File: src/design/sbc_pkg.sv
package sbc_pkg;

  // Register byte offsets on the AHB-Lite slave.
  localparam logic [7:0] SBC_OFF_CTRL   = 8'h00;
  localparam logic [7:0] SBC_OFF_LOW    = 8'h04;
  localparam logic [7:0] SBC_OFF_HIGH   = 8'h08;
  localparam logic [7:0] SBC_OFF_STATUS = 8'h0c;
  localparam logic [7:0] SBC_OFF_MASK   = 8'h10;

  // Control register field positions.
  localparam int SBC_CTRL_RUN     = 0;
  localparam int SBC_CTRL_EXT_SRC = 1;
  localparam int SBC_CTRL_BYPASS  = 2;
  localparam int SBC_CTRL_OSC_EN  = 3;
  localparam int SBC_CTRL_DIV_LSB = 4;
  localparam int SBC_CTRL_WIDTH   = 6;

  // Status and mask field position.
  localparam int SBC_STAT_OVF = 0;

  // Reset values.
  localparam logic [5:0]  SBC_CTRL_RESET  = 6'h00;
  localparam logic [15:0] SBC_COUNT_RESET = 16'h0000;
  localparam logic [0:0]  SBC_MASK_RESET  = 1'h0;

  // Clock and timing figures.
  localparam int SBC_HCLK_HZ         = 40000000;
  localparam int SBC_CRYSTAL_HZ      = 32768;
  localparam int SBC_STARTUP_CYCLES  = 1024;
  localparam logic [15:0] SBC_STARTUP_PRELOAD = 16'hfc00;

  // Prescale divider width, enough for a ratio of 8.
  localparam int SBC_PRE_W = 3;

  // Control bits as one carrier.
  typedef struct packed {
    logic [1:0] clock_divide_select;
    logic       crystal_osc_enable;
    logic       sync_bypass;
    logic       ext_source;
    logic       run;
  } sbc_ctrl_t;

  // Latched AHB address phase.
  typedef struct packed {
    logic       valid;
    logic       write;
    logic [7:0] offset;
  } sbc_aphase_t;

endpackage : sbc_pkg

File: src/design/sbc_prescaler.sv
`timescale 1ns/1ps
`default_nettype none

module sbc_prescaler import sbc_pkg::*; #(
  parameter int W = SBC_PRE_W
) (
  // Clock and reset.
  input  wire logic       hclk,
  input  wire logic       hresetn,
  // Source ticks and control.
  input  wire logic       tick_in,
  input  wire logic       clear,
  input  wire logic [1:0] div_sel,
  // Divided tick.
  output logic            tick_out
);

  logic [W-1:0] cnt_q;
  logic [W-1:0] cnt_d;

  // Mask of low counter bits that must all be set for a ratio of 2 to the sel.
  function automatic logic [W-1:0] sbc_div_mask(input logic [1:0] sel);
    sbc_div_mask = W'((1 << sel) - 1);
  endfunction : sbc_div_mask

  // A clear beats a tick so the first tick after a counter write starts afresh.
  always_comb begin
    cnt_d    = cnt_q;
    tick_out = 1'b0;
    if (clear) begin
      cnt_d = '0;
    end else if (tick_in) begin
      tick_out = ((cnt_q & sbc_div_mask(div_sel)) == sbc_div_mask(div_sel));
      cnt_d    = tick_out ? '0 : cnt_q + W'(1);
    end
  end

  // Registers the prescale count; software can neither read nor write it.
  always_ff @(posedge hclk or negedge hresetn) begin
    if (!hresetn) begin
      cnt_q <= '0;
    end else begin
      cnt_q <= cnt_d;
    end
  end

endmodule : sbc_prescaler

`default_nettype wire

File: src/design/sbc_counter.sv
`timescale 1ns/1ps
`default_nettype none

// Overview of operation
// - Input clock divided by 1, 2, 4 or 8 per two-bit select.
// - Prescale count hidden from software; cleared by any counter byte write.
// - Crystal amplifier between crystal pins runs when oscillator enable is set.
// - Crystal amplifier keeps running while the processor sleeps.
// - Bypass bit set skips external clock synchronisation for counting.
// - Async external counting continues in sleep; overflow can wake processor.
// - Byte reads always return a valid count while running asynchronously.
// - Write colliding with increment wins; the increment is dropped.
// - Counter advances on prescaled source edge when running, else holds.
module sbc_counter import sbc_pkg::*; (
  // Clock and reset.
  input  wire logic        hclk,
  input  wire logic        hresetn,
  // AHB-Lite slave.
  input  wire logic        hsel,
  input  wire logic [31:0] haddr,
  input  wire logic [1:0]  htrans,
  input  wire logic        hwrite,
  input  wire logic [2:0]  hsize,
  input  wire logic [31:0] hwdata,
  input  wire logic        hready,
  output logic             hreadyout,
  output logic             hresp,
  output logic [31:0]      hrdata,
  // Clock sources and crystal pins.
  input  wire logic        ext_clk_pin,
  input  wire logic        crystal_in_pin,
  output logic             crystal_drive_pin,
  // Power state and interrupt.
  input  wire logic        sleep_mode,
  output logic             irq,
  output logic             wake_req
);

  sbc_ctrl_t   ctrl_q, ctrl_d;
  sbc_aphase_t ap_q, ap_d;
  logic [15:0] count_q, count_d;
  logic [0:0]  stat_q, stat_d;
  logic [0:0]  mask_q, mask_d;
  logic [31:0] rdata_q, rdata_d;
  logic        ext_level;
  logic        sync1_q, sync2_q, sync3_q;
  logic        raw1_q, raw2_q;
  logic        sync_edge, raw_edge;
  logic        src_tick, pre_tick;
  logic        take, wr_low, wr_high, rd_status;
  logic        overflow;

  // The crystal pin is the external source whenever the amplifier is on.
  assign ext_level = ctrl_q.crystal_osc_enable ? crystal_in_pin : ext_clk_pin;

  // ignores sleep
  // Inverting drive; sleep does not gate it, so a watch crystal keeps time.
  assign crystal_drive_pin = ctrl_q.crystal_osc_enable & ~crystal_in_pin;

  // Two-stage synchroniser plus a delay stage for the rising-edge detector.
  always_ff @(posedge hclk or negedge hresetn) begin
    if (!hresetn) begin
      sync1_q <= 1'b0;
      sync2_q <= 1'b0;
      sync3_q <= 1'b0;
      raw1_q  <= 1'b0;
      raw2_q  <= 1'b0;
    end else begin
      sync1_q <= ext_level;
      sync2_q <= sync1_q;
      sync3_q <= sync2_q;
      raw1_q  <= ext_level;
      raw2_q  <= raw1_q;
    end
  end

  // Rising edges of the synchronised and raw source. Both chains rest low after
  // reset, so a pin idling low gives no false edge when counting starts.
  assign sync_edge = sync2_q & ~sync3_q;
  assign raw_edge  = raw1_q & ~raw2_q;

  // switch latency
  // The bypass path is one cycle shorter, so an edge in flight during a mode
  // switch can be seen twice or not at all. Synchronous counting and the
  // internal source both depend on the core clocks, which stop in sleep.
  always_comb begin
    if (!ctrl_q.ext_source) begin
      src_tick = ~sleep_mode;
    end else if (ctrl_q.sync_bypass) begin
      src_tick = raw_edge;
    end else begin
      src_tick = sync_edge & ~sleep_mode;
    end
  end

  sbc_prescaler #(
    .W (SBC_PRE_W)
  ) u_prescaler (
    .hclk     (hclk),
    .hresetn  (hresetn),
    .tick_in  (src_tick & ctrl_q.run),
    .clear    (wr_low | wr_high),
    .div_sel  (ctrl_q.clock_divide_select),
    .tick_out (pre_tick)
  );

  // Bus decode: a transfer is taken when selected, NONSEQ or SEQ and the bus is ready.
  assign take      = hsel & hready & htrans[1];
  assign wr_low    = ap_q.valid & ap_q.write & (ap_q.offset == SBC_OFF_LOW);
  assign wr_high   = ap_q.valid & ap_q.write & (ap_q.offset == SBC_OFF_HIGH);
  assign rd_status = take & ~hwrite & (haddr[7:0] == SBC_OFF_STATUS);
  assign overflow  = pre_tick & (count_q == 16'hffff);

  // Read data is gathered in the address phase, so a single-cycle data phase
  // still hands out registered data. Unmapped offsets read as zero.
  always_comb begin
    rdata_d = rdata_q;
    if (take && !hwrite) begin
      case (haddr[7:0])
        SBC_OFF_CTRL:   rdata_d = {26'h0, ctrl_q};
        SBC_OFF_LOW:    rdata_d = {24'h0, count_q[7:0]};
        SBC_OFF_HIGH:   rdata_d = {24'h0, count_q[15:8]};
        SBC_OFF_STATUS: rdata_d = {31'h0, stat_q};
        SBC_OFF_MASK:   rdata_d = {31'h0, mask_q};
        default:        rdata_d = 32'h0;
      endcase
    end
  end

  // Address phase latch and control, mask writes in the data phase.
  always_comb begin
    ap_d       = '0;
    ap_d.valid = take;
    ap_d.write = hwrite;
    ap_d.offset = haddr[7:0];
    ctrl_d     = ctrl_q;
    mask_d     = mask_q;
    if (ap_q.valid && ap_q.write && ap_q.offset == SBC_OFF_CTRL) begin
      ctrl_d = hwdata[SBC_CTRL_WIDTH-1:0];
    end
    if (ap_q.valid && ap_q.write && ap_q.offset == SBC_OFF_MASK) begin
      mask_d = hwdata[SBC_STAT_OVF];
    end
  end

  // rollover sets flag
  // A byte write overrides a coincident increment; the count is then whatever
  // was written, which software must avoid by stopping the counter first.
  // The flag is cleared by a status read, but a rollover in that same cycle
  // sets it again so the event is not lost.
  always_comb begin
    count_d = count_q;
    stat_d  = stat_q;
    if (wr_low) begin
      count_d[7:0] = hwdata[7:0];
    end else if (wr_high) begin
      count_d[15:8] = hwdata[7:0];
    end else if (pre_tick) begin
      count_d = count_q + 16'h0001;
    end
    if (rd_status) begin
      stat_d = 1'b0;
    end
    if (overflow) begin
      stat_d = 1'b1;
    end
  end

  // State registers.
  always_ff @(posedge hclk or negedge hresetn) begin
    if (!hresetn) begin
      ctrl_q  <= SBC_CTRL_RESET;
      ap_q    <= '0;
      count_q <= SBC_COUNT_RESET;
      stat_q  <= 1'b0;
      mask_q  <= SBC_MASK_RESET;
      rdata_q <= 32'h0;
    end else begin
      ctrl_q  <= ctrl_d;
      ap_q    <= ap_d;
      count_q <= count_d;
      stat_q  <= stat_d;
      mask_q  <= mask_d;
      rdata_q <= rdata_d;
    end
  end

  // The slave never inserts wait states and always answers OKAY.
  assign hreadyout = 1'b1;
  assign hresp     = 1'b0;
  assign hrdata    = rdata_q;

  // overflow wakes processor
  // Both are levels built from registers and the sleep_mode input, so they stay clean while the core sleeps.
  assign irq      = |(stat_q & mask_q);
  assign wake_req = irq & sleep_mode;

  // Source ticks since the last prescaled tick or counter write. The ratio
  // check reads this instead of the prescaler's hidden count.
  int unsigned tick_gap;
  always_ff @(posedge hclk or negedge hresetn) begin
    if (!hresetn) begin
      tick_gap <= 0;
    end else if (pre_tick || wr_low || wr_high) begin
      tick_gap <= 0;
    end else if (src_tick && ctrl_q.run) begin
      tick_gap <= tick_gap + 1;
    end
  end
endmodule : sbc_counter

`default_nettype wire

File: config.mk
export PLATFORM = sky130hd
export DESIGN_NAME = sbc_counter
export DESIGN_NICKNAME = d
export VERILOG_FILES = /design/src/design/sbc_pkg.sv /design/src/design/sbc_prescaler.sv /design/src/design/sbc_counter.sv
export SDC_FILE = /design/constraint.sdc
export NUM_CORES = 1
export LEC_CHECK = 0
export BUFFER_PORTS_ARGS = -buffer_cell sky130_fd_sc_hd__clkbuf_2
export CAP_MARGIN = 0
export CORE_AREA = 2 2 79 81
export CTS_CLUSTER_SIZE = 40
export DETAILED_ROUTE_END_ITERATION = 12
export DIE_AREA = 0 0 81 83
export GPL_TIMING_DRIVEN = 0
export PLACE_DENSITY = 0.81
export SYNTH_ARGS = -nofsm -noshare
export SYNTH_HDL_FRONTEND = slang
export SYNTH_SLANG_ARGS = --single-unit
File: constraint.sdc
create_clock -name hclk -period 2.2 [get_ports hclk]
set_clock_uncertainty 0.05 [all_clocks]
set_input_delay 0 -clock hclk [delete_from_list [all_inputs] [get_ports hclk]]
set_output_delay 0 -clock hclk [all_outputs]
set_load 0.01 [all_outputs]
Word-level counts from Yosys, hierarchy flattened
Cells that the tools add are included.
W data, S select, Z words.

word-level totals
  output and inout port bits = 37
  register bits after elaboration = 72
  word-level logic and storage cells = 82
  input bits = 77

cells by class
  reduce and logical (&&, ||, !) cells = 13
  multiplexer cells = 15
  bitwise operators = 23
  add/subtract/negate cells = 3
  shifts and indexed selects = 1
  equality and inequality tests = 10

operator list
  kind                     number
  $pmux W8 S5              1
  $eq A8 B4 Y1 const B     3
  $mux W8                  3
  $add A16 B1 Y16 const B  1
  $eq A16 B16 Y1 const B   1
  $eq A8 B3 Y1 const B     2
  $eq A8 B5 Y1 const B     2
  $logic_not A8 Y1         2
  $mux W16                 1
  $and A1 B1 Y1            15
  $mux W3                  3
  $reduce_bool A2 Y1       4
  $mux W1                  7
  $not A1 Y1               6
  $logic_and A1 B1 Y1      4
  $reduce_and A2 Y1        2
  $add A3 B1 Y3 const B    1
  $and A3 B3 Y3            1
  $eq A3 B3 Y1             1
  $shl A1 B2 Y3 const A    1
  $sub A3 B2 Y3 const B    1
  $ne A2 B2 Y1 const B     1
  $logic_not A1 Y1         1
  $or A1 B1 Y1             1

Logic depth before layout (Yosys ltp)
Gate-level depths: netlist (run 1).

  depth in word-level cells = 11
  depth in mapped cells = 6
  gate-level depth less buffers = 6

Hierarchy
A second synthesis (run 1) with hierarchy kept.

unflattened totals
  cells, all modules = 287
  area total of the unflattened synthesis = 2,771.4 sq um

by module, submodules not included
  module         cells an instance  instances  area each (sq um)
  sbc_counter    265                1          2,581.2
  sbc_prescaler  22                 1          190.2

Worst setup path after synthesis (run 1)
OpenSTA, ideal clock, no wires.

  path type = reg2reg
  start = register ctrl_q[2] (netlist bit)
  end = register count_q[10]
  cell stages (with the launch flop) = 6
  data arrival time = 1.623 ns
  data required time = 2.028 ns
  buffers on the path = 0
  clock period less this slack = 1.795 ns
  path slack = 0.405 ns
  cells stage by stage = dfrtp_1 nor4b_4 o31a_4 nand3_2 or3_1 a32o_1

between the ends
  longest elaborated chain between the ends = 7

RTL lines
  item                                 line                 source
  start, declared                      sbc_counter.sv:39    sbc_ctrl_t ctrl_q, ctrl_d;
  start signal, assigned               sbc_counter.sv:179   ctrl_q <= ctrl_d;
  $mux W1                              sbc_counter.sv:89    end else if (ctrl_q.sync_bypass) begin
  $mux W1                              sbc_counter.sv:87    if (!ctrl_q.ext_source) begin
  $and A1 B1 Y1                        sbc_counter.sv:101   .tick_in (src_tick & ctrl_q.run),
  $mux W1                              sbc_prescaler.sv:32  end else if (tick_in) begin
  $mux W1                              sbc_prescaler.sv:30  if (clear) begin
  $reduce_bool A2 Y1 (no source line)  -
  $reduce_and A2 Y1 (no source line)   -
  end signal, assigned                 sbc_counter.sv:181   count_q <= count_d;
  end, declared                        sbc_counter.sv:41    logic [15:0] count_q, count_d;

No other way between the ends.
A chain may end at the register's enable or synchronous reset.

Final worst setup path (run 1)
  start = register count_q[0]
  end = register count_q[10]

between the ends
  longest elaborated chain between the ends = 3

RTL lines
  item             line                source
  $add A16 B1 Y16  sbc_counter.sv:159  count_d = count_q + 16'h0001;
  $mux W16         sbc_counter.sv:158  end else if (pre_tick) begin
  $mux W8          sbc_counter.sv:156  end else if (wr_high) begin

No other way between the ends. The select of a mux whose other input is x is not followed.

==> summary.txt, run 1 <==
Outcome
  – Status: finished, final reports clean

Logic synthesis
  – Sequential fraction of the synthesis area: 43.6%
  – Ys Warns: 0
  – Synth top cells by count: dfrtp_1 (48), buf_4 (26), nand2_1 (26)
  – Average cell area after synthesis: a little under 10 um2
  – Cell types occupying the most area after synthesis: dfrtp_1 (44%), buf_4 (7.1%), mux2i_1 (4.0%)
  – Fraction of synthesized cell area taken by the top area cell type: 43.6%
  – Share of synthesized flip-flops with an asynchronous set or reset: between 90% and 100%
  – Mapped cell area: approximately 2800 um2
  – Synth area leader: dfrtp_1
  – Number of instances in the synthesized netlist: around 280
  – Unique masters post-synth: 47
  – Number of synthesized register bits: 48
  – Most used flip-flop cell after synthesis: dfrtp_1
  – Number of enable flip-flop cells after synthesis: 0
  – Most common cell in the netlist: dfrtp_1

Layout
  – Area of all placed cells without fillers: 3510 um2
  – Number of diodes: 0
  – Area of all sequential standard cells: 1200 um2
  – Share of post-route cells with drive strength above 1: 26.4%
  – Final-layout fill cell count: 500
  – # nets final: 453
  – Area of the multi-input gates: 1400 um2
  – P&R area growth vs syn: 27.2%
  – Final core utilization: roughly three fifths

Clock network
  – Number of buffers inserted during clock tree synthesis: 5
  – CTS tree: built
  – CTS HTree Levels: 2
  – Largest buffer count on any clock path: 2
  – Clk slew on worst S/H paths: 0.09 ns
  – Clk_lat worst skew: between 0.3 and 0.4 ns
  – TritonCTS sink count: 48
  – Root buffer cell: clkbuf_8

Flow run
  – Max-cap violation count: 0

Hold path
  – Path type of the worst min-delay path: primary input to output port
  – Hold Crit Start: crystal_in_pin
  – Hold path depth: 3
  – Worst-case hold path end point: crystal_drive_pin

Drt
  – Post-DRT Antenna Nets: 0
  – First-pass DRT Iterations: 4
  – Average vias per placed instance: 5.40
  – Vias: 2429
  – Top layer in use: met4
  – Initial DRC count: 144
  – Detail Route met2 WL: about 3.3 mm
  – Count of unresolved DRC violations after routing: 0
  – Final wirelength: 6.72 mm
  – Met3 Wirelength: 449 um
  – WL per Instance: around 15 um
  – M1 WL: approximately 2.8 mm

Timing
  – Number of failing setup endpoints in the final timing report: 0
  – Maximum operating frequency: 477 MHz
  – RSZ-0062 raised after global routing: false
  – Setup slack after layout: about 0.11 ns
  – Post-Route Hold Slack: 0.188 ns
  – Time the worst path needs with I/O delays and setup: around 2.1 ns
  – Worst relative slew slack: a little over a fifth
  – Worst Tran Pin Value: 1.19 ns
  – Number of hold-slack violations in the final timing report: 0
  – Final count of pins violating max slew: 0
  – Final period utilization: 95.2%

Global routing
  – Via count of the first global-routing pass: 2357
  – Initial antenna violation count: 0
  – Wire length of the first global-routing pass: 11.0 mm
  – Total global routing overflow: 0
  – Maximum number of pins on one net before global-route repair: 49
  – GRT Util Overall: 20.8%

Worst setup path
  – CP Class: flip-flop to flip-flop
  – Critical Path Source Type: flip-flop
  – Worst Setup End Kind: flip-flop
  – R2R setup slack: 0.11 ns
  – Number of cells traversed by the worst register-to-register path: 6
  – R2R Path End: count_q[10]$_DFFE_PN0P_
  – Biggest fanout along the worst timing path: 6
  – Worst flop-to-flop path startpoint: count_q[0]$_DFFE_PN0P_
  – Crit path required time: 2.35 ns
  – Arrival time of data at the critical path endpoint: about 2.2 ns

Placed design
  – Global placement routability congestion: between 0.9 and 1
  – Post-detail-place hpwl: ~4.9 mm
  – Quantity of I/O buffers inserted on ports: 35
  – Placement-stage worst setup slack: -0.0423 ns
  – Cell area after placement: 3120 um2

Floorplan
  – I/O pin total: approximately 110
  – Die X-Extent: 81 um
  – Core footprint: 5820 um2
  – Die Area: around 6700 um2
  – Std-Cell Rows: 28
  – Die outline height: 83 um
  – Initial cell density of the core: between 40% and 50%

Pwr
  – Power density relative to cell area: 613 nW/um2
  – Leakage Power: between 1.5 and 2 nW
  – Worst vdd ir: ~0.00028 V
cell families (layout without fill, tap and decap cells):
group,after synthesis,in the layout,share of synthesized area (%)
compound gates,60,60,14.8
mux,20,20,7.67
simple gates,106,106,22.9
flops,48,48,43.6
xor+xnor,1,1,0.318
buf+inv,42,112,9.53
other cells,2,26,0.272
fa+ha+maj,2,2,0.907
state kept, by name (all words and copies together) (netlist names):
register and flops:
mask_q 1, count_q 16, sync3_q 1, raw1_q 1, u_prescaler.cnt_q 3, ap_q 10
hrdata 8, ctrl_q 6, stat_q 1, raw2_q 1
area by class of cell:
class,count,area share [%]
Clock buffer,6,2.35
Timing Repair Buffer,62,12.3
Sequential cell,48,34.2
Multi-Input combinational cell,215,39.8
Clock inverter,2,1.11
Buffer,35,6.74
Tap cell,75,2.68
Inverter,7,0.749
metrics by stage:
step	setup TNS (ns)	total power, mW	std cells
2_1_floorplan	0	1.33	305
3_3_place_gp	0	1.43	415
3_5_place_dp	-0.201	1.46	415
4_1_cts	0	2.16	445
5_1_grt	0	2.27	450
6_report	0	2.15	450
how the worst max path moves through the flow:
stage / from / to / slack, ns / cells past startpoint
finish: count_q[0]$_DFFE_PN0P_ / count_q[10]$_DFFE_PN0P_ / 0.11 / 6
detailed placement: ap_q[1]$_DFF_PN0_ / count_q[7]$_DFFE_PN0P_ / -0.04 / 5
global route: count_q[0]$_DFFE_PN0P_ / count_q[10]$_DFFE_PN0P_ / 0.01 / 6
global placement: ap_q[1]$_DFF_PN0_ / count_q[7]$_DFFE_PN0P_ / 0.04 / 5
floorplan: ctrl_q[2]$_DFFE_PN0P_ / count_q[10]$_DFFE_PN0P_ / 0.41 / 5
CTS: ap_q[1]$_DFF_PN0_ / count_q[12]$_DFFE_PN0P_ / 0.08 / 5
per-layer routing:
| metal | vias up | global-route usage, % |
|---|---|---|
| met1 | 1160 | 26.3 |
| met3 | 13 | 4.02 |
| met4 | 0 | 8.63 |
| met5 | - | 0 |
| li1 | 1160 | - |
| met2 | 96 | 34.3 |
repair_timing:
| action | in CTS | in global routing |
|---|---|---|
| pin swaps | 0 | 2 |
| hold buffers | 22 | 0 |
| setup buffers | 0 | 5 |
| hold endpoints to repair | 76 | 0 |
| gates resized for setup | 1 | 1 |
| setup endpoints to repair | 10 | 10 |
worst max-delay path, stage by stage, from the launching register on:
cell	delay [ns]
dfrtp_1	0.45
ha_1	0.21
nand3_1	0.20
nor2_1	0.34
nand2_1	0.15
or3_1	0.32
a32o_1	0.26
placed cells by master (no fill, tap or decap), types with 5 or more instances in the layout:
cell,netlist,final
mux2i_1,11,11
o31ai_1,12,12
a22oi_1,5,5
or3_1,7,7
a21oi_1,14,14
clkbuf_8,0,6
buf_4,26,31
clkbuf_2,0,35
dfrtp_1,48,48
inv_1,7,7
dlygate4sd3_1,0,22
nand4_1,6,6
o21ai_0,7,7
a31oi_1,7,7
nand3_1,13,13
nor2_1,20,20
nand2_1,26,26
clkbuf_1,8,8
mux2_2,9,9
conb_1,2,26
and3_1,5,5
power breakdown:
group,internal [mW],switching (mW),leakage (nW)
combinational,0.193,0.212,0.949
clock,0.372,0.300,0.0614
sequential,0.967,0.106,0.591
total,1.53,0.619,1.60
No activity file was read; power rests on OpenSTA's default activity.
==> inputs of run 2 (changes only) <==
clock period = 2 ns   (was 2.2 ns; I/O delays follow)
==> summary.txt, run 2 (synthesis results as in run 1) <==
Outcome
  – Status: finished, final reports clean

Layout
  – Number of diodes: 0
  – Final core utilization: 61.8%
  – Most common cell after layout, fill and taps aside: dfrtp_1
  – Area of all placed cells without fillers: 3600 um2
  – Most used cells in the layout excluding fill and tap cells: dfrtp_1 (47), buf_4 (39), clkbuf_2 (36)
  – # nets final: 461
  – Flip-flop count of the largest register after layout: 16
  – Final-layout fill cell count: between 400 and 500
  – Share of post-route cells with drive strength above 1: 29.5%
  – Register ranked first by flip-flop count: count_q
  – P&R area growth vs syn: 30.4%

Worst setup path
  – Critical Path Source Type: flip-flop
  – Biggest cell delay along the critical path: about 0.44 ns
  – Worst flop-to-flop path startpoint: ctrl_q[2]$_DFFE_PN0P_
  – Worst Setup End Kind: flip-flop
  – Top delay family on crit path: simple AND/OR/NAND/NOR gates
  – Crit path buf inv count: 0
  – Slowest cell on the critical path: dfrtp_2
  – Number of cells traversed by the worst register-to-register path: 5
  – Arrival time of data at the critical path endpoint: between 2 and 2.5 ns
  – Biggest fanout along the worst timing path: 6
  – Setup crit start: ctrl_q[2]$_DFFE_PN0P_
  – CP Class: flip-flop to flip-flop
  – Critical Path, Cell by Cell: nor4b_4, o31a_4, nand3_2, or3_1, a32o_1
  – Crit path depth: 5
  – Crit path required time: approximately 2.2 ns

Clock network
  – Clk slew on worst S/H paths: approximately 0.090 ns
  – Clk_lat worst skew: 0.31 ns
  – Largest buffer count on any clock path: 2
  – Root buffer cell: clkbuf_8
  – CTS tree: built
  – CTS HTree Levels: 2
  – TritonCTS sink count: 48
  – Number of buffers inserted during clock tree synthesis: 5

Drt
  – WL per Instance: 15.3 um
  – Final wirelength: 6.99 mm
  – Average vias per placed instance: around 5.4
  – First-pass DRT Iterations: 5
  – Vias: 2479
  – Post-DRT Antenna Nets: 0
  – Count of unresolved DRC violations after routing: 0
  – Initial DRC count: around 190

Floorplan
  – Die outline height: 83 um
  – Initial cell density of the core: 47.4%
  – I/O pin total: 114
  – Die Area: about 6700 um2
  – Die X-Extent: 81 um
  – Core footprint: 5820 um2
  – Std-Cell Rows: 28

Timing
  – Number of hold-slack violations in the final timing report: 0
  – Final count of pins violating max slew: 0
  – Total negative slack: 0 ns
  – Post-Route Hold Slack: 0.201 ns
  – Number of failing setup endpoints in the final timing report: 0
  – Final period utilization: 97.6%
  – Worst Tran Pin Value: between 1 and 1.5 ns
  – Worst relative slew slack: 20.1%
  – RSZ-0062 raised after global routing: false
  – Time the worst path needs with I/O delays and setup: a little under 2 ns
  – Maximum operating frequency: ~510 MHz

Hold path
  – Path type of the worst min-delay path: primary input to output port
  – Hold path depth: 3
  – Hold Crit Start: crystal_in_pin

Placed design
  – Global placement routability congestion: 0.962
  – Quantity of I/O buffers inserted on ports: 35
  – Cell area after placement: slightly above 3000 um2
  – Post-detail-place hpwl: 4.93 mm

Flow run
  – Max-cap violation count: 0

Global routing
  – Initial antenna violation count: 0
  – Met2 Track Usage GR: 34.3%
  – Via count of the first global-routing pass: about 2400
  – Fraction of met3 tracks used by global routing: 4.57%
  – Maximum number of pins on one net before global-route repair: about 50
  – Routing usage on met1: around a quarter
  – Wire length of the first global-routing pass: 11.1 mm
  – Gr busiest metal: met2
  – Total global routing overflow: 0
  – GRT Util Overall: 21.1%

Pwr
  – Power after layout: 2.39 mW
  – Power density relative to cell area: 665 nW/um2
  – Worst vdd ir: 0.000292 V
  – Leakage Power: 1.64 nW
## run 2: final cells by class
class	instances	area, um2	share of cell area (%)
clock inverters	2	38.8	1.08
repair buffers	70	493	13.7
multi-input cells	215	1420	39.5
clock buffers	6	82.6	2.30
flip-flops and latches	48	1200	33.4
plain buffers	35	238	6.61
inverters	7	26.3	0.731
well taps	75	93.8	2.61
## run 2: worst paths after layout
| check | slack (ns) | endpoint |
|---|---|---|
| max | 0.05 | count_q[10]$_DFFE_PN0P_ |
| min | 0.20 | crystal_drive_pin |
| max reg2reg | 0.05 | count_q[10]$_DFFE_PN0P_ |
| min reg2reg | 0.34 | raw2_q$_DFF_PN0_ |
| max in group asynchronous | 0.69 | ctrl_q[2]$_DFFE_PN0P_ |
| min in group asynchronous | 0.41 | ap_q[8]$_DFF_PN0_ |
## run 2: repair_timing
action | 4_1_cts | 5_1_grt
hold buffers | 22 | 0
gates cloned | 0 | 0
gates resized for setup | 5 | 7
hold endpoints to repair | 76 | 0
endpoints found under the setup margin | 16 | 12
pin swaps | 2 | 5
buffers inserted | 4 | 9
## run 2: power by group
group | switching [mW] | internal, mW | total [mW]
clock | 0.338 | 0.409 | 0.747
combinational | 0.240 | 0.219 | 0.460
sequential | 0.120 | 1.06 | 1.18
## run 2: worst min-delay path, cell delays in order
cell and delay [ns]:
clkbuf_2 0.09, nor2b_1 0.04, clkbuf_2 0.12
## run 2: through the flow
step	setup slack, ns	cells
final	0.0489	458
after global placement	-0.158	415
after detailed placement	-0.242	415
after floorplan	0.205	305
after CTS	0.0299	449
after global routing	0.00782	458
## run 2: routing by layer
metal  vias up  wire [um]
li1       1173          -
met1      1172       2760
met2       113       3430
met3        21        508
met4         0        294
met5         -          0
